$ cat src/alarm_pin_defines.vh
/*
  Constants for the alarm pin and interrupt mask block: register offsets,
  reset values, field positions and widths.
  Assumes it is included by bare name in each design file that needs it.
*/
`ifndef ALARM_PIN_DEFINES_VH
`define ALARM_PIN_DEFINES_VH

// register offsets on the register access port
`define ADDR_ALARM_PIN_ENABLES 8'h14
`define ADDR_SELECT_PIN_CONFIG 8'h15
`define ADDR_ALARM_PIN_POLARITY 8'h16
`define ADDR_SIGNAL_LOSS_MASKS 8'h17

// reset values, reserved bits included
`define RST_ALARM_PIN_ENABLES 8'h3e
`define RST_SELECT_PIN_CONFIG 8'hff
`define RST_ALARM_PIN_POLARITY 8'hdf
`define RST_SIGNAL_LOSS_MASKS 8'h1f

// alarm_pin_enables fields
`define BIT_IRQ_PIN_ENABLE 0
`define BIT_LOCK_LOSS_PIN_ENABLE 1
`define BIT_CLK1_FAULT_PIN_ENABLE 2
`define BIT_CLK2_FAULT_PIN_ENABLE 3
`define ENABLES_RW_MSB 3

// select_pin_config fields
`define BIT_SELECT_PIN_CONTROL 0
`define BIT_CLK1_ACTIVE_PIN_ENABLE 1
`define SELECT_RW_MSB 1

// alarm_pin_polarity fields
`define BIT_IRQ_POLARITY 0
`define BIT_LOCK_LOSS_POLARITY 1
`define BIT_FAULT_PIN_POLARITY 2
`define BIT_ACTIVE_PIN_POLARITY 3
`define POLARITY_RW_MSB 3

// signal_loss_masks fields
`define BIT_REF_SIGLOSS_MASK 0
`define BIT_CLK1_SIGLOSS_MASK 1
`define BIT_CLK2_SIGLOSS_MASK 2
`define SIGLOSS_RW_MSB 2

// frequency offset and lock masks arriving from the next register
`define BIT_LOCK_LOSS_MASK 0
`define BIT_CLK1_FREQ_OFFSET_MASK 1
`define BIT_CLK2_FREQ_OFFSET_MASK 2

// alarm flag vector layout
`define NUM_ALARM_FLAGS 6

// manual clock choice encodings
`define SEL_INPUT_CLOCK_1 2'h0
`define SEL_INPUT_CLOCK_2 2'h1

`define RDATA_UNMAPPED 8'h00

`endif

$ cat src/level_sync.v
/*
  Two flip-flop synchroniser for a single level from a pin.
  Assumes the input may change at any time relative to ref_clk.
*/
`timescale 1ns/10ps

module level_sync
(
  input wire ref_clk,
  input wire rstn,
  input wire async_in,
  output reg sync_out
);

  reg meta_r;

  // meta_r is read by sync_out only, never by other logic
  always @(posedge ref_clk)
  begin
    if (!rstn)
    begin
      meta_r <= 1'b0;
      sync_out <= 1'b0;
    end
    else
    begin
      meta_r <= async_in;
      sync_out <= meta_r;
    end
  end

endmodule

$ cat src/pin_driver.v
/*
  Registered driver for one tristatable status pin: applies the active
  polarity and the enable.
  Assumes the pad resolves the level from pin_o and the low-active enable.
*/
`timescale 1ns/10ps

module pin_driver
(
  input wire ref_clk,
  input wire rstn,
  input wire status,
  input wire enable,
  input wire active_high,
  output reg pin_o,
  output reg pin_oe_n
);

  always @(posedge ref_clk)
  begin
    if (!rstn)
    begin
      pin_o <= 1'b0;
      pin_oe_n <= 1'b1;
    end
    else
    begin
      // active low polarity inverts the status before it reaches the pad
      pin_o <= active_high ? status : ~status;
      pin_oe_n <= ~enable;
    end
  end

endmodule

$ cat src/alarm_pin_and_interrupt_mask.v
/*
  Alarm pin routing and interrupt masking: four control registers decide
  which internal alarm statuses appear on the tristatable alarm pins, with
  what polarity, how the select/active pin is used, and which alarm flags
  feed the combined interrupt.
  Assumes the alarm flags, statuses, next-register masks and clock select
  bits come from logic on ref_clk; only the select/active pin is
  asynchronous. The serial access port drives the register port here.
*/
// Functional notes
// - clk2 fault pin enable 0 tristates that pin, 1 drives clk2 fault.
// - with interrupt pin enable 0, clk1 fault pin enable 0 tristates its output, 1 shows clk1 fault.
// - lock-loss pin enable 0 tristates lock pin, 1 drives lock-loss status.
// - interrupt pin enable 1 drives shared pin with combined interrupt.
// - both interrupt and clk1 fault enables 0 tristate the shared pin.
// - interrupt off but clk1 fault on: shared pin reports clk1 fault.
// - active pin enable drives clk1 active unless pin selects the clock.
// - in manual mode, control bit picks pin level or register select bits.
// - active polarity bit sets active low or high for active pin.
// - fault polarity bit sets level sense of both clock fault pins.
// - lock-loss polarity bit sets level sense of lock-loss pin.
// - interrupt polarity bit sets level sense of interrupt on shared pin.
// - clk2 signal-loss mask 0 lets its flag raise the interrupt.
// - clk1 signal-loss mask 0 lets its flag raise the interrupt.
// - reference signal-loss mask 0 lets its flag raise the interrupt.
// - writing a signal-loss mask never alters the sticky flag itself.
// - frequency-offset and lock flags are masked the same way.
`timescale 1ns/10ps
`include "alarm_pin_defines.vh"

module alarm_pin_and_interrupt_mask
(
  input wire ref_clk,
  input wire rstn,
  input wire [7:0] reg_addr,
  input wire [7:0] reg_wdata,
  input wire reg_wr,
  input wire reg_rd,
  output reg [7:0] reg_rdata,
  output reg reg_hit,
  input wire clk1_fault_status,
  input wire clk2_fault_status,
  input wire lock_loss_irq_status,
  input wire clk1_active_status,
  input wire ref_sigloss_flag,
  input wire clk1_sigloss_flag,
  input wire clk2_sigloss_flag,
  input wire lock_loss_flag,
  input wire clk1_freq_offset_flag,
  input wire clk2_freq_offset_flag,
  input wire [2:0] freq_lock_masks,
  input wire auto_select_mode,
  input wire [1:0] clock_select_bits,
  input wire select_or_active_pin_in,
  output wire select_or_active_pin_out,
  output wire select_or_active_pin_oe_n,
  output wire clk2_fault_out,
  output wire clk2_fault_out_oe_n,
  output wire irq_or_clk1_fault_out,
  output wire irq_or_clk1_fault_out_oe_n,
  output wire lock_loss_out,
  output wire lock_loss_out_oe_n,
  output reg irq_status,
  output reg [1:0] active_clock_select
);

  // writable fields only; reserved bits are never stored
  reg [`ENABLES_RW_MSB:0] enables_r;
  reg [`SELECT_RW_MSB:0] select_cfg_r;
  reg [`POLARITY_RW_MSB:0] polarity_r;
  reg [`SIGLOSS_RW_MSB:0] sigloss_mask_r;

  wire [7:0] rst_enables;
  wire [7:0] rst_select;
  wire [7:0] rst_polarity;
  wire [7:0] rst_sigloss;
  wire [7:0] enables_view;
  wire [7:0] select_view;
  wire [7:0] polarity_view;
  wire [7:0] sigloss_view;
  reg [7:0] rdata_nxt;
  reg hit_nxt;

  wire [`NUM_ALARM_FLAGS-1:0] alarm_flags;
  wire [`NUM_ALARM_FLAGS-1:0] alarm_masks;
  wire [`NUM_ALARM_FLAGS-1:0] unmasked_flags;
  wire irq_nxt;

  wire pin_level_sync;
  wire pin_selects_clock;
  reg [1:0] clock_select_nxt;

  reg shared_status;
  reg shared_enable;
  reg shared_active_high;

  // register field aliases
  wire irq_pin_enable;
  wire lock_loss_pin_enable;
  wire clk1_fault_pin_enable;
  wire clk2_fault_pin_enable;
  wire select_pin_control;
  wire clk1_active_pin_enable;
  wire irq_polarity;
  wire lock_loss_polarity;
  wire fault_pin_polarity;
  wire active_pin_polarity;

  assign rst_enables = `RST_ALARM_PIN_ENABLES;
  assign rst_select = `RST_SELECT_PIN_CONFIG;
  assign rst_polarity = `RST_ALARM_PIN_POLARITY;
  assign rst_sigloss = `RST_SIGNAL_LOSS_MASKS;

  assign irq_pin_enable = enables_r[`BIT_IRQ_PIN_ENABLE];
  assign lock_loss_pin_enable = enables_r[`BIT_LOCK_LOSS_PIN_ENABLE];
  assign clk1_fault_pin_enable = enables_r[`BIT_CLK1_FAULT_PIN_ENABLE];
  assign clk2_fault_pin_enable = enables_r[`BIT_CLK2_FAULT_PIN_ENABLE];
  assign select_pin_control = select_cfg_r[`BIT_SELECT_PIN_CONTROL];
  assign clk1_active_pin_enable =
    select_cfg_r[`BIT_CLK1_ACTIVE_PIN_ENABLE];
  assign irq_polarity = polarity_r[`BIT_IRQ_POLARITY];
  assign lock_loss_polarity = polarity_r[`BIT_LOCK_LOSS_POLARITY];
  assign fault_pin_polarity = polarity_r[`BIT_FAULT_PIN_POLARITY];
  assign active_pin_polarity = polarity_r[`BIT_ACTIVE_PIN_POLARITY];

  // register writes
  always @(posedge ref_clk)
  begin
    if (!rstn)
    begin
      enables_r <= rst_enables[`ENABLES_RW_MSB:0];
      select_cfg_r <= rst_select[`SELECT_RW_MSB:0];
      polarity_r <= rst_polarity[`POLARITY_RW_MSB:0];
      sigloss_mask_r <= rst_sigloss[`SIGLOSS_RW_MSB:0];
    end
    else if (reg_wr)
    begin
      case (reg_addr)
        `ADDR_ALARM_PIN_ENABLES:
        begin
          enables_r <= reg_wdata[`ENABLES_RW_MSB:0];
        end
        `ADDR_SELECT_PIN_CONFIG:
        begin
          select_cfg_r <= reg_wdata[`SELECT_RW_MSB:0];
        end
        `ADDR_ALARM_PIN_POLARITY:
        begin
          polarity_r <= reg_wdata[`POLARITY_RW_MSB:0];
        end
        `ADDR_SIGNAL_LOSS_MASKS:
        begin
          // the flags live in the monitors; only the mask is stored here
          sigloss_mask_r <= reg_wdata[`SIGLOSS_RW_MSB:0];
        end
        default:
        begin
          enables_r <= enables_r;
        end
      endcase
    end
  end

  // register reads: reserved bits come from the reset constants
  assign enables_view =
    {rst_enables[7:`ENABLES_RW_MSB+1], enables_r};
  assign select_view =
    {rst_select[7:`SELECT_RW_MSB+1], select_cfg_r};
  assign polarity_view =
    {rst_polarity[7:`POLARITY_RW_MSB+1], polarity_r};
  assign sigloss_view =
    {rst_sigloss[7:`SIGLOSS_RW_MSB+1], sigloss_mask_r};

  always @*
  begin
    rdata_nxt = `RDATA_UNMAPPED;
    hit_nxt = 1'b1;
    case (reg_addr)
      `ADDR_ALARM_PIN_ENABLES:
      begin
        rdata_nxt = enables_view;
      end
      `ADDR_SELECT_PIN_CONFIG:
      begin
        rdata_nxt = select_view;
      end
      `ADDR_ALARM_PIN_POLARITY:
      begin
        rdata_nxt = polarity_view;
      end
      `ADDR_SIGNAL_LOSS_MASKS:
      begin
        rdata_nxt = sigloss_view;
      end
      default:
      begin
        hit_nxt = 1'b0;
      end
    endcase
  end

  // read data holds until the next read so a slow serial shifter can use it
  always @(posedge ref_clk)
  begin
    if (!rstn)
    begin
      reg_rdata <= `RDATA_UNMAPPED;
      reg_hit <= 1'b0;
    end
    else if (reg_rd)
    begin
      reg_rdata <= rdata_nxt;
      reg_hit <= hit_nxt;
    end
  end

  // interrupt: sticky flags gated by their masks, then ORed
  assign alarm_flags[`BIT_REF_SIGLOSS_MASK] = ref_sigloss_flag;
  assign alarm_flags[`BIT_CLK1_SIGLOSS_MASK] = clk1_sigloss_flag;
  assign alarm_flags[`BIT_CLK2_SIGLOSS_MASK] = clk2_sigloss_flag;
  assign alarm_flags[`SIGLOSS_RW_MSB+1+`BIT_LOCK_LOSS_MASK] =
    lock_loss_flag;
  assign alarm_flags[`SIGLOSS_RW_MSB+1+`BIT_CLK1_FREQ_OFFSET_MASK] =
    clk1_freq_offset_flag;
  assign alarm_flags[`SIGLOSS_RW_MSB+1+`BIT_CLK2_FREQ_OFFSET_MASK] =
    clk2_freq_offset_flag;

  // signal-loss masks below, lock and offset masks from the next register
  assign alarm_masks = {freq_lock_masks, sigloss_mask_r};

  genvar fi;
  generate
    for (fi = 0; fi < `NUM_ALARM_FLAGS; fi = fi + 1)
    begin : g_mask
      // mask 1 removes the flag from the interrupt only
      assign unmasked_flags[fi] =
        alarm_flags[fi] & ~alarm_masks[fi];
    end
  endgenerate

  assign irq_nxt = |unmasked_flags;

  always @(posedge ref_clk)
  begin
    if (!rstn)
    begin
      irq_status <= 1'b0;
    end
    else
    begin
      irq_status <= irq_nxt;
    end
  end

  // clock selection via the select/active pin
  level_sync u_sel_sync
  (
    .ref_clk(ref_clk),
    .rstn(rstn),
    .async_in(select_or_active_pin_in),
    .sync_out(pin_level_sync)
  );

  // pin control only matters while selection is manual
  assign pin_selects_clock =
    ~auto_select_mode & select_pin_control;

  always @*
  begin
    clock_select_nxt = clock_select_bits;
    if (pin_selects_clock)
    begin
      // low level picks input clock 1, high level input clock 2
      if (pin_level_sync)
      begin
        clock_select_nxt = `SEL_INPUT_CLOCK_2;
      end
      else
      begin
        clock_select_nxt = `SEL_INPUT_CLOCK_1;
      end
    end
  end

  always @(posedge ref_clk)
  begin
    if (!rstn)
    begin
      active_clock_select <= `SEL_INPUT_CLOCK_1;
    end
    else
    begin
      active_clock_select <= clock_select_nxt;
    end
  end

  // shared interrupt / clk1 fault pin source
  always @*
  begin
    shared_status = 1'b0;
    shared_enable = 1'b0;
    shared_active_high = 1'b0;
    if (irq_pin_enable)
    begin
      // registered irq keeps the pin glitch free across mask writes
      shared_status = irq_status;
      shared_enable = 1'b1;
      shared_active_high = irq_polarity;
    end
    else if (clk1_fault_pin_enable)
    begin
      shared_status = clk1_fault_status;
      shared_enable = 1'b1;
      shared_active_high = fault_pin_polarity;
    end
  end

  // pin drivers; each adds one register stage
  pin_driver u_shared_pin
  (
    .ref_clk(ref_clk),
    .rstn(rstn),
    .status(shared_status),
    .enable(shared_enable),
    .active_high(shared_active_high),
    .pin_o(irq_or_clk1_fault_out),
    .pin_oe_n(irq_or_clk1_fault_out_oe_n)
  );

  pin_driver u_clk2_fault_pin
  (
    .ref_clk(ref_clk),
    .rstn(rstn),
    .status(clk2_fault_status),
    .enable(clk2_fault_pin_enable),
    .active_high(fault_pin_polarity),
    .pin_o(clk2_fault_out),
    .pin_oe_n(clk2_fault_out_oe_n)
  );

  pin_driver u_lock_loss_pin
  (
    .ref_clk(ref_clk),
    .rstn(rstn),
    .status(lock_loss_irq_status),
    .enable(lock_loss_pin_enable),
    .active_high(lock_loss_polarity),
    .pin_o(lock_loss_out),
    .pin_oe_n(lock_loss_out_oe_n)
  );

  // while the pin chooses the clock it is an input, so never drive it
  pin_driver u_active_pin
  (
    .ref_clk(ref_clk),
    .rstn(rstn),
    .status(clk1_active_status),
    .enable(clk1_active_pin_enable & ~pin_selects_clock),
    .active_high(active_pin_polarity),
    .pin_o(select_or_active_pin_out),
    .pin_oe_n(select_or_active_pin_oe_n)
  );

endmodule

$ cat config.mk
export PLATFORM = sky130hd
export DESIGN_NAME = alarm_pin_and_interrupt_mask
export DESIGN_NICKNAME = d
export VERILOG_FILES = /design/src/level_sync.v /design/src/pin_driver.v /design/src/alarm_pin_and_interrupt_mask.v
export VERILOG_INCLUDE_DIRS = /design/src
export SDC_FILE = /design/constraint.sdc
export NUM_CORES = 1
export LEC_CHECK = 0
export BUFFER_PORTS_ARGS = -buffer_cell sky130_fd_sc_hd__buf_2
export CAP_MARGIN = 20
export CORE_ASPECT_RATIO = 0.7
export CORE_MARGIN = 4
export CORE_UTILIZATION = 43
export CTS_CLUSTER_DIAMETER = 80
export DETAILED_ROUTE_END_ITERATION = 16
export HOLD_SLACK_MARGIN = 0.05
export PLACE_DENSITY = 0.75
export SYNTH_ARGS = -nofsm -noshare
export SYNTH_HDL_FRONTEND = slang
export SYNTH_SLANG_ARGS = --single-unit
$ cat constraint.sdc
create_clock -name ref_clk -period 1.2 [get_ports ref_clk]
set_input_delay 0.18 -clock ref_clk [delete_from_list [all_inputs] [get_ports ref_clk]]
set_output_delay 0.18 -clock ref_clk [all_outputs]
set_load 0.01 [all_outputs]
# [After elaboration in Yosys (flattened, before gate mapping)]
# Index checks and enable logic that the tools add are counted.
[classes] n_reduce_logical=6 n_bitwise=24 mux=14 n_eq_ne=4
[op_table] cell="$eq A8 B5 Y1 const B" n=4
[op_table] cell="$pmux W8 S4" n=1
[op_table] cell="$not A1 Y1" n=16
[op_table] cell="$mux W1" n=12
[op_table] cell="$and A1 B1 Y1" n=8
[op_table] cell="$reduce_and A2 Y1" n=4
[op_table] cell="$reduce_or A6 Y1" n=1
[op_table] cell="$reduce_or A4 Y1" n=1
[op_table] cell="$mux W2" n=1
[word_totals] output_inout_bits=20 register_bits=35

# [Longest topological paths before layout]
# Gate-level depths: netlist (run 1).
[depth] word_depth=5 ltp_mapped=5

# [By module]
# A second synthesis (run 1) with hierarchy kept.
[hier_totals] hier_cells=147 hier_area_um2=1470.2
[by_module_without_submodules] module="alarm_pin_and_interrupt_mask" cells_per_inst=123 instances=1 area_per_inst_um2=1182.4
[by_module_without_submodules] module="pin_driver" cells_per_inst=5 instances=4 area_per_inst_um2=58.8
[by_module_without_submodules] module="level_sync" cells_per_inst=4 instances=1 area_per_inst_um2=52.6

# [Worst setup path after synthesis (run 1)]
# No wires, ideal clock.
[synth_timing] path_type="input port to flip-flop" start="in reg_addr[0]" end="reg reg_rdata[0]" path_slack_ps=28 stages=3 n_path_buf=1 t_arrival_ps=1055 t_required_ps=1083 setup_time_ps=117 cell_sequence="buf_2 > mux4_2 > a32o_1"
[synth_via] elab_chain_len=2
[synth_rtl] element="from (decl)" line_no="alarm_pin_and_interrupt_mask.v:35" source="input wire [7:0] reg_addr,"
[synth_rtl] element="$eq A8 B5 Y1" line_no="alarm_pin_and_interrupt_mask.v:178" source="case (reg_addr)"
[synth_rtl] element="$pmux W8 S4 *" line_no="alarm_pin_and_interrupt_mask.v:178"
[synth_rtl] element="to (signal assigned)" line_no="alarm_pin_and_interrupt_mask.v:207" source="reg_rdata <= `RDATA_UNMAPPED;"
[synth_rtl] element="to (signal assigned)" line_no="alarm_pin_and_interrupt_mask.v:212" source="reg_rdata <= rdata_nxt;"
[synth_rtl] element="to (decl)" line_no="alarm_pin_and_interrupt_mask.v:39" source="output reg [7:0] reg_rdata,"
# Mark *: on every way between the ends. The rest lies on a longest branch, timed or not.
# A chain may end at the register's enable or synchronous reset.

# [Final worst setup path (run 1)]
[layout_timing] start="reg enables_r[1]" end="reg reg_rdata[1]"
[layout_via] elab_chain_len=1
[layout_rtl] element="from (decl)" line_no="alarm_pin_and_interrupt_mask.v:68" source="reg [`ENABLES_RW_MSB:0] enables_r;"
[layout_rtl] element="from (signal assigned)" line_no="alarm_pin_and_interrupt_mask.v:131" source="enables_r <= rst_enables[`ENABLES_RW_MSB:0];"
[layout_rtl] element="from (signal assigned)" line_no="alarm_pin_and_interrupt_mask.v:141" source="enables_r <= reg_wdata[`ENABLES_RW_MSB:0];"
[layout_rtl] element="from (signal assigned)" line_no="alarm_pin_and_interrupt_mask.v:158" source="enables_r <= enables_r;"
[layout_rtl] element="$pmux W8 S4" line_no="alarm_pin_and_interrupt_mask.v:178"
# No other way between the ends.

==> results of run 1 <==
per-stage QoR:
step / worst slack (ns) / util [%] / hold WS (ns)
4_1_cts: 0.0192 / 60.1 / 0.121
6_report: 0.0272 / 60.2 / 0.126
2_1_floorplan: 0.0278 / - / 0.307
3_3_place_gp: -0.138 / 56.9 / 0.384
3_5_place_dp: -0.207 / 56.9 / 0.395
5_1_grt: 0.00634 / 60.2 / 0.124
final cells by class:
cell class / count / area, um^2
Fill cell: 282 / 1270
Timing Repair Buffer: 67 / 385
Inverter: 6 / 22.5
Clock inverter: 1 / 5.00
Tap cell: 38 / 47.5
Clock buffer: 7 / 96.3
Multi-Input combinational cell: 92 / 701
Sequential cell: 33 / 662
path summary, 6_finish.rpt:
kind | start | endpoint | slack [ns] | depth (start not counted)
setup reg to reg | enables_r[1] | reg_rdata[1] | 0.03 | 2
hold / removal | select_or_active_pin_in | u_sel_sync.meta_r | 0.13 | 2
setup / recovery | enables_r[1] | reg_rdata[1] | 0.03 | 2
hold reg to reg | enables_r[3] | u_clk2_fault_pin.pin_oe_n | 0.41 | 1
report_power, final:
| part | internal [mW] | switching (mW) | total, mW |
|---|---|---|---|
| sequential | 1.12 | 0.00746 | 1.13 |
| clock | 0.518 | 0.377 | 0.894 |
| combinational | 0.121 | 0.103 | 0.224 |
cells in the mapped netlist, types with 3 or more instances:
library cell  count
nand2_1           6
a21boi_0          3
nand3_1           3
dfxtp_1          33
nand2b_1          4
buf_4             4
nor2b_1          23
a32o_1            4
inv_1             6
and2_1            7
clkbuf_1          4
o22ai_1           3
xnor2_1           3
mux2i_1          15
state kept, by name, summed over array words and instances (netlist names):
| name | cells |
|---|---|
| sigloss_mask_r | 3 |
| u_sel_sync.sync_out | 1 |
| active_clock_select | 2 |
| u_lock_loss_pin.pin_o | 1 |
| enables_r | 4 |
| irq_status | 1 |
| u_active_pin.pin_oe_n | 1 |
| polarity_r | 4 |
| reg_rdata | 7 |
| u_sel_sync.meta_r | 1 |
| select_cfg_r | 2 |
| u_clk2_fault_pin.pin_oe_n | 1 |
| u_shared_pin.pin_oe_n | 1 |
| u_lock_loss_pin.pin_oe_n | 1 |
| u_shared_pin.pin_o | 1 |
| u_clk2_fault_pin.pin_o | 1 |
| u_active_pin.pin_o | 1 |
timing repair:
action	4_1_cts	5_1_grt
setup endpoints to repair	0	4
hold endpoints to repair	0	0
resized for setup	0	2
cell families after synthesis:
family,share of synthesized area (%)
simple gates,22.8
flops,45.6
mux,14.3
buf+inv,6.05
compound gates,8.21
xor+xnor,3.03
layer usage:
layer	vias to the layer above	routed length (um)	track usage (%)
li1	609	-	-
met1	566	1510	20.5
met2	45	1610	29.0
met3	7	238	5.61
met4	0	38	5.33
met5	-	0	0
critical path, cell delays in order (launching register included):
cell,delay [ns]
dfxtp_2,0.33
mux4_2,0.46
a32o_1,0.27
==> impl_metrics.csv, run 1 <==
group,metric,value,unit
status,status,"completed",
sta,max_freq,853,MHz
global_route,grt_usage,17.1,%
layout,nets,242,
global_route,grt_pass1_wl,5870,um
sta,fin_crit,1.17,ns
synthesis,synth_area_leaders,"dfxtp_1 (46%), mux2i_1 (10%), nor2b_1 (9.9%)",
pwr,power_density,1170,mW/mm^2
clock_tree,ctsHtreeMaxLevel,2,
synthesis,synthFlopType,"dfxtp_1",
die,num_rows,17,
placed_design,port_buffers,52,
clock_tree,cts_buffers,5,
drt,ant_nets,0,
pwr,power.leakage,0.924,nW
synthesis,yosys.cell_types.count,33,
sta,slew_headroom,75.3,%
global_route,grt-ovfl-total,0,
placed_design,post-dp-hpwl,2730,um
die,design.portCount,57,
drt,dr_total_vias,1227,
die,dieHeight,56.5,um
global_route,antenna_found_initial,0,
clock_tree,post-cts-setup-buffer-count,0,
pwr,peakVddDrop,0.820,mV
drt,drt_iter0_drc,47,
synthesis,yosys_warnings,0,
clock_tree,cts.path.max_buffers,2,
clock_tree,path_clk_slew,0.06,ns
synthesis,syn_avg_cell_area,10.2,um^2
placed_design,post-place-cells,236,
die,fp.dieW,77.4,um
layout,drive_above_1_share,39.3,%
sta,final_hold_viol_count,0,
synthesis,synth_nets,179,
layout,final_cell_area,0.00192,mm^2
placed_design,gp_congestion,0.782,
synthesis,synth-edff-count,0,
clock_tree,hold_buffers,0,
synthesis,async_reset_ff_share,0,%
global_route,grt_max_degree,20,
drt,drc,0,
drt,drt_wl_total,3400,um
layout,mostFrequentLayoutCell,"buf_2",
critical_path,worstSetupEndpointType,"register",
clock_tree,root_buffer,"clkbuf_8",
drt,first_pass_iters,4,
synthesis,netlist_instances,142,
sta,rsz0062_at_grt,"false",
sta,tightest_slew,0.369,ns
sta,finalSetupViolations,0,
global_route,grt_pass1_vias,1311,
layout,most-common-layout-cells,"buf_2 (52), dfxtp_1 (32), nor2b_1 (23), mux2i_1 (15), buf_4 (14)",
synthesis,yosys.area.top_type,"dfxtp_1",
sta,setup_tns,0,ns
clock_tree,insertion_delay,0.28,ns
critical_path,critical_path_required,1.37,ns
layout,synthToLayoutAreaGrowth,32.6,%
synthesis,synth_top_area_share,45.6,%
sta,fin_crit_sh,97.7,%
critical_path,critPathMaxFanout,3,
sta,worst_clock_skew,0.00523,ns
synthesis,yosysSeqAreaShare,45.6,%
sta,final-max-slew-violation-count,0,
pwr,finalPower,2.25,mW
drt,vias_per_cell,5.03,
synthesis,syn_area,0.00145,mm^2
critical_path,timing.setup.critical_path_class,"register to register",
layout,final_cells,244,
placed_design,place_area,0.00182,mm^2
clock_tree,cts_tree,"yes",
critical_path,start_kind,"register",
die,start_util,45.4,%
die,die_area,0.00437,mm^2
flow_run,maxCapViolCount,0,
critical_path,arrival,1.34,ns
drt,wl_per_cell,13.9,um
layout,n_antenna_cell,0,
die,core,0.00319,mm^2
synthesis,synth_seq_cells,33,
clock_tree,cts.sink_count,33,
hold_path,hold_path.class,"primary input to register",
(Power assumes the default switching activity.)
==> run 2: changes to the inputs <==
- ABC_AREA: unset -> 1
- CORE_MARGIN: 4 -> 10
==> impl_metrics.csv, run 2 <==
group,metric,value,unit
status,status,"completed",
sta,setup_slack,0.224,ns
pwr,peakVddDrop,0.479,mV
global_route,grt_max_degree,19,
global_route,grt_pass1_vias,1233,
placed_design,gp_congestion,0.864,
synthesis,syn_avg_cell_area,7.77,um^2
pwr,power.leakage,0.956,nW
synthesis,async_reset_ff_share,0,%
drt,drt_wl_total,3590,um
critical_path,slowest_delay,0.36,ns
drt,wl_per_cell,12.7,um
die,fp.dieW,89.3,um
die,core,0.00319,mm^2
synthesis,synth_top_area_share,45.7,%
die,dieHeight,68.5,um
synthesis,synthTopCellsByCount,"nand2_1 (43), dfxtp_1 (33), nand3_1 (25), inv_1 (20), a21oi_1 (12)",
layout,synthToLayoutAreaGrowth,25.5,%
sta,rsz0062_at_grt,"false",
global_route,antenna_found_initial,0,
sta,slew_headroom,85.0,%
synthesis,synthMuxAreaShare,0,%
clock_tree,cts.path.max_buffers,2,
critical_path,critPathMaxFanout,3,
flow_run,maxCapViolCount,0,
synthesis,synth_seq_cells,33,
layout,final_cell_area,0.00181,mm^2
layout,seq_area,661,um^2
placed_design,post-dp-hpwl,2850,um
sta,final-max-slew-violation-count,0,
synthesis,yosys.cell_types.count,31,
placed_design,place_area,0.00173,mm^2
clock_tree,ctsHtreeMaxLevel,2,
clock_tree,cts_resized,0,
placed_design,pre_cts_ws,-0.0277,ns
drt,drc,0,
sta,worst_clock_skew,0.00350,ns
synthesis,yosys.area.top_type,"dfxtp_1",
clock_tree,root_buffer,"clkbuf_8",
synthesis,synth_area_leaders,"dfxtp_1 (46%), nand2_1 (11%), nand3_1 (8.7%)",
critical_path,start_kind,"register",
sta,max_freq,1020,MHz
global_route,grt-ovfl-total,0,
clock_tree,insertion_delay,0.28,ns
drt,drt_iter0_drc,68,
sta,finalSetupViolations,0,
layout,drive_above_1_share,32.4,%
clock_tree,path_clk_slew,0.06,ns
critical_path,crit_chain,"buf_2",
synthesis,synth_nets,223,
critical_path,crit_buf_inv,1,
synthesis,synth-edff-count,0,
layout,n_fill_cell,309,
die,design.portCount,57,
clock_tree,hold_buffers,0,
layout,mostFrequentLayoutCell,"buf_2",
critical_path,crit_start,"irq_status",
sta,tightest_slew,0.225,ns
synthesis,yosysSeqAreaShare,45.7,%
drt,vias_per_cell,4.70,
drt,ant_nets,0,
sta,fin_crit_sh,81.4,%
layout,largest_reg_flops,7,
sta,hold_ws,0.0720,ns
placed_design,port_buffers,52,
synthesis,synth_compound_area_share,11.6,%
synthesis,syn_area,0.00145,mm^2
clock_tree,cts.sink_count,33,
layout,largestRegisters,"reg_rdata x7, enables_r x4, polarity_r x4",
sta,setup_tns,0,ns
synthesis,synth-adder-area-share,0,%
sta,final_hold_viol_count,0,
sta,fin_crit,0.976,ns
global_route,grt_pass1_wl,5660,um
synthesis,synthSimpleGateAreaFrac,30.9,%
synthesis,yosysMostFrequentCell,"nand2_1",
layout,largest_register,"reg_rdata",
die,num_rows,17,
clock_tree,post-cts-setup-buffer-count,0,
layout,most-common-layout-cells,"buf_2 (52), nand2_1 (43), dfxtp_1 (33), nand3_1 (25), inv_1 (20)",
synthesis,synthFlopType,"dfxtp_1",
hold_path,hold_path.class,"primary input to register",
critical_path,critical_path_required,1.02,ns
critical_path,worstSetupEndpointType,"primary output",
critical_path,timing.setup.critical_path_class,"register to primary output",
critical_path,arrival,0.80,ns
layout,nets,280,
clock_tree,cts_buffers,5,
global_route,grt_usage,12.2,%
synthesis,netlist_instances,186,
clock_tree,cts_tree,"yes",
critical_path,critPathSlowestCell,"dfxtp_1",
synthesis,yosys_warnings,0,
pwr,power_density,1180,mW/mm^2
drt,first_pass_iters,4,
synthesis,synth_xor_area_share,1.82,%
die,start_util,45.3,%
layout,n_antenna_cell,0,
layout,multi_input_area,641,um^2
critical_path,r2r_start,"polarity_r[2]",
hold_path,worstHoldStart,"select_or_active_pin_in",
drt,dr_total_vias,1326,
critical_path,worst_path_dominant_cell_family,"flip-flops",
synthesis,synth_top_family_by_area,"simple AND/OR/NAND/NOR gates",
die,die_area,0.00612,mm^2
## run 2: changes by cell type after synthesis, moves of 6 or more
cell,previous run,this run
a21oi_1,1,12
and2_1,7,0
inv_1,6,20
mux2i_1,15,0
nand2_1,6,43
nand3_1,3,25
nor2b_1,23,0
o21ai_0,1,7
## run 2: worst paths after layout
check	to	cells after the start	slack (ns)
setup / recovery	irq_status	1	0.22
hold / removal	u_sel_sync.meta_r	3	0.07
setup reg to reg	u_shared_pin.pin_o	2	0.25
hold reg to reg	u_sel_sync.sync_out	2	0.42
## run 2: area by class of cell
cell class | count | share of cell area, %
repair buffers | 56 | 16.0
inverters | 25 | 5.18
flip-flops and latches | 33 | 36.4
well taps | 38 | 2.62
clock buffers | 8 | 4.42
multi-input cells | 122 | 35.3
## run 2: power by group
group          switching, mW  leakage [nW]  internal (mW)
clock                  0.385        0.0395          0.412
combinational          0.120         0.646         0.0910
sequential           0.00933         0.270           1.12
total                  0.515         0.956           1.63
## run 2: layer usage
metal / up-vias / global-route usage, % / wire length [um]
met2: 53 / 16.8 / 1390
met1: 558 / 15.4 / 1790
met5: - / 0 / 0
met4: 0 / 7.71 / 38
met3: 5 / 5.27 / 371
li1: 710 / - / -
## run 2: metrics by stage
stage / utilization (%) / instances / power [mW]
4_1_cts: 56.8 / 282 / 2.16
3_3_place_gp: 54.3 / 274 / 1.37
5_1_grt: 56.8 / 282 / 2.23
6_report: 56.8 / 282 / 2.14
3_5_place_dp: 54.3 / 274 / 1.37
2_1_floorplan: - / 186 / 1.27
## run 2: cells by family after synthesis
group,count (synthesis)
and+or+nand+nor,89
DFF,33
buffers and inverters,31
AOI/OAI and AO/OA,30
xor gates and xnor gates,3
## run 2: worst reg2reg max path, stage by stage, from the launching register on
cell,delay [ns]
dfxtp_1,0.37
or2_2,0.31
a311oi_1,0.19
==> run 3: changes to the inputs <==
- ABC_AREA: 1 -> 0
- clock period: 1.2 -> 0.8 ns (I/O delays scaled with it)
==> impl_metrics.csv, run 3 (same netlist as run 1, synthesis figures left out) <==
group,metric,value,unit
placed_design,place_area,0.00194,mm^2
layout,seq_area,686,um^2
drt,drc,0,
global_route,grt-ovfl-total,0,
critical_path,crit_chain,"mux4_2, a32o_1",
critical_path,critPathMaxFanout,2,
sta,max_freq,877,MHz
layout,mostFrequentLayoutCell,"buf_2",
layout,drive_above_1_share,57.6,%
pwr,power.leakage,1.09,nW
pwr,finalPower,3.77,mW
drt,first_pass_iters,4,
die,start_util,45.4,%
clock_tree,insertion_delay,0.29,ns
global_route,grt_pass1_vias,1446,
pwr,power_density,1610,mW/mm^2
clock_tree,cts.path.max_buffers,2,
sta,setup_tns,-4.15,ns
clock_tree,cts_tree,"yes",
global_route,antenna_found_initial,0,
sta,setup_slack,-0.340,ns
sta,tightest_slew,0.319,ns
sta,fin_crit_sh,142,%
die,core,0.00319,mm^2
layout,most-common-layout-cells,"buf_2 (37), buf_6 (25), buf_4 (22), nor2b_1 (20), dfxtp_2 (17)",
critical_path,worst_path_dominant_cell_family,"multiplexers",
sta,rsz0062_at_grt,"true",
layout,largest_reg_flops,7,
sta,finalSetupViolations,47,
clock_tree,cts.sink_count,33,
critical_path,timing.setup.critical_path_class,"register to register",
sta,final-max-slew-violation-count,0,
clock_tree,ctsHtreeMaxLevel,2,
drt,drt_iter0_drc,72,
layout,synthToLayoutAreaGrowth,61.5,%
global_route,grt_pass1_wl,6830,um
critical_path,slowest_delay,0.47,ns
die,num_rows,17,
drt,vias_per_cell,5.24,
critical_path,arrival,1.32,ns
drt,dr_total_vias,1374,
sta,fin_crit,1.14,ns
pwr,peakVddDrop,1.01,mV
critical_path,critical_path_required,0.98,ns
layout,nets,260,
layout,n_fill_cell,225,
drt,ant_nets,0,
layout,largestRegisters,"reg_rdata x7, enables_r x4, polarity_r x4",
sta,final_hold_viol_count,0,
sta,worst_clock_skew,0.00498,ns
critical_path,crit_buf_inv,0,
status,violations,"negative setup slack",
die,dieHeight,68.5,um
critical_path,critPathSlowestCell,"mux4_2",
placed_design,gp_congestion,0.784,
global_route,grt_usage,14.7,%
layout,multi_input_area,823,um^2
placed_design,post-dp-hpwl,3100,um
status,status,"complete, but fails checks",
clock_tree,cts_buffers,5,
placed_design,port_buffers,52,
drt,wl_per_cell,17.3,um
flow_run,maxCapViolCount,0,
die,fp.dieW,89.4,um
critical_path,start_kind,"register",
layout,n_antenna_cell,0,
clock_tree,path_clk_slew,0.07,ns
die,design.portCount,57,
global_route,grt_max_degree,19,
die,die_area,0.00612,mm^2
layout,final_cells,262,
layout,final_cell_area,0.00234,mm^2
hold_path,hold_path.class,"primary input to register",
drt,drt_wl_total,4530,um
sta,slew_headroom,78.7,%
placed_design,post-place-cells,250,
critical_path,worstSetupEndpointType,"register",
layout,largest_register,"reg_rdata",
clock_tree,root_buffer,"clkbuf_8",
-- run 3: worst min-delay path, cell delays in order --
cell and delay (ns):
buf_2 0.08, mux2i_1 0.06, nor2b_1 0.09
-- run 3: worst paths after layout --
kind | start | end | slack (ns) | cells after the start
max | sigloss_mask_r[0] | reg_rdata[0] | -0.34 | 2
min reg2reg | u_sel_sync.meta_r | u_sel_sync.sync_out | 0.47 | 1
max reg2reg | sigloss_mask_r[0] | reg_rdata[0] | -0.34 | 2
min | clock_select_bits[0] | active_clock_select[0] | 0.1 | 3
-- run 3: area by class of cell --
type                       count  share of cell area (%)
multi-input combinational     92                    35.2
clock buffer                   7                    3.69
timing repair buffer          85                    27.5
tap                           38                    2.03
sequential                    33                    29.3
inverter                       6                   0.964
clock inverter                 1                    1.28
-- run 3: repair_timing --
item                                    in CTS  in global routing
endpoints found under the setup margin      45                 48
pin swaps                                   12                  4
endpoints found under the hold margin        1                  0
gates resized for setup                     40                 25
setup buffers                                3                  6
hold buffers                                 1                  0
-- run 3: metal layers --
layer	routed length, um	GRT usage (%)	vias up
met5	0	0	-
li1	-	-	644
met2	2250	25.2	57
met1	1760	15.9	663
met3	401	5.50	10
met4	116	6.92	0
-- run 3: power by group --
part | internal (mW) | total [mW] | leakage, nW | switching, mW
logic | 0.246 | 0.442 | 0.756 | 0.196
registers | 1.68 | 1.69 | 0.271 | 0.0132
clock network | 1.02 | 1.64 | 0.0585 | 0.621
total | 2.94 | 3.77 | 1.09 | 0.830
-- run 3: through the flow --
stage          utilization (%)  setup slack, ns  hold WS [ns]
2_1_floorplan                -           -0.277         0.247
5_1_grt                   73.3           -0.362        0.0989
3_5_place_dp              60.7           -0.489         0.336
4_1_cts                   70.3           -0.337        0.0604
6_report                  73.3           -0.340        0.0952
3_3_place_gp              60.7           -0.449         0.331
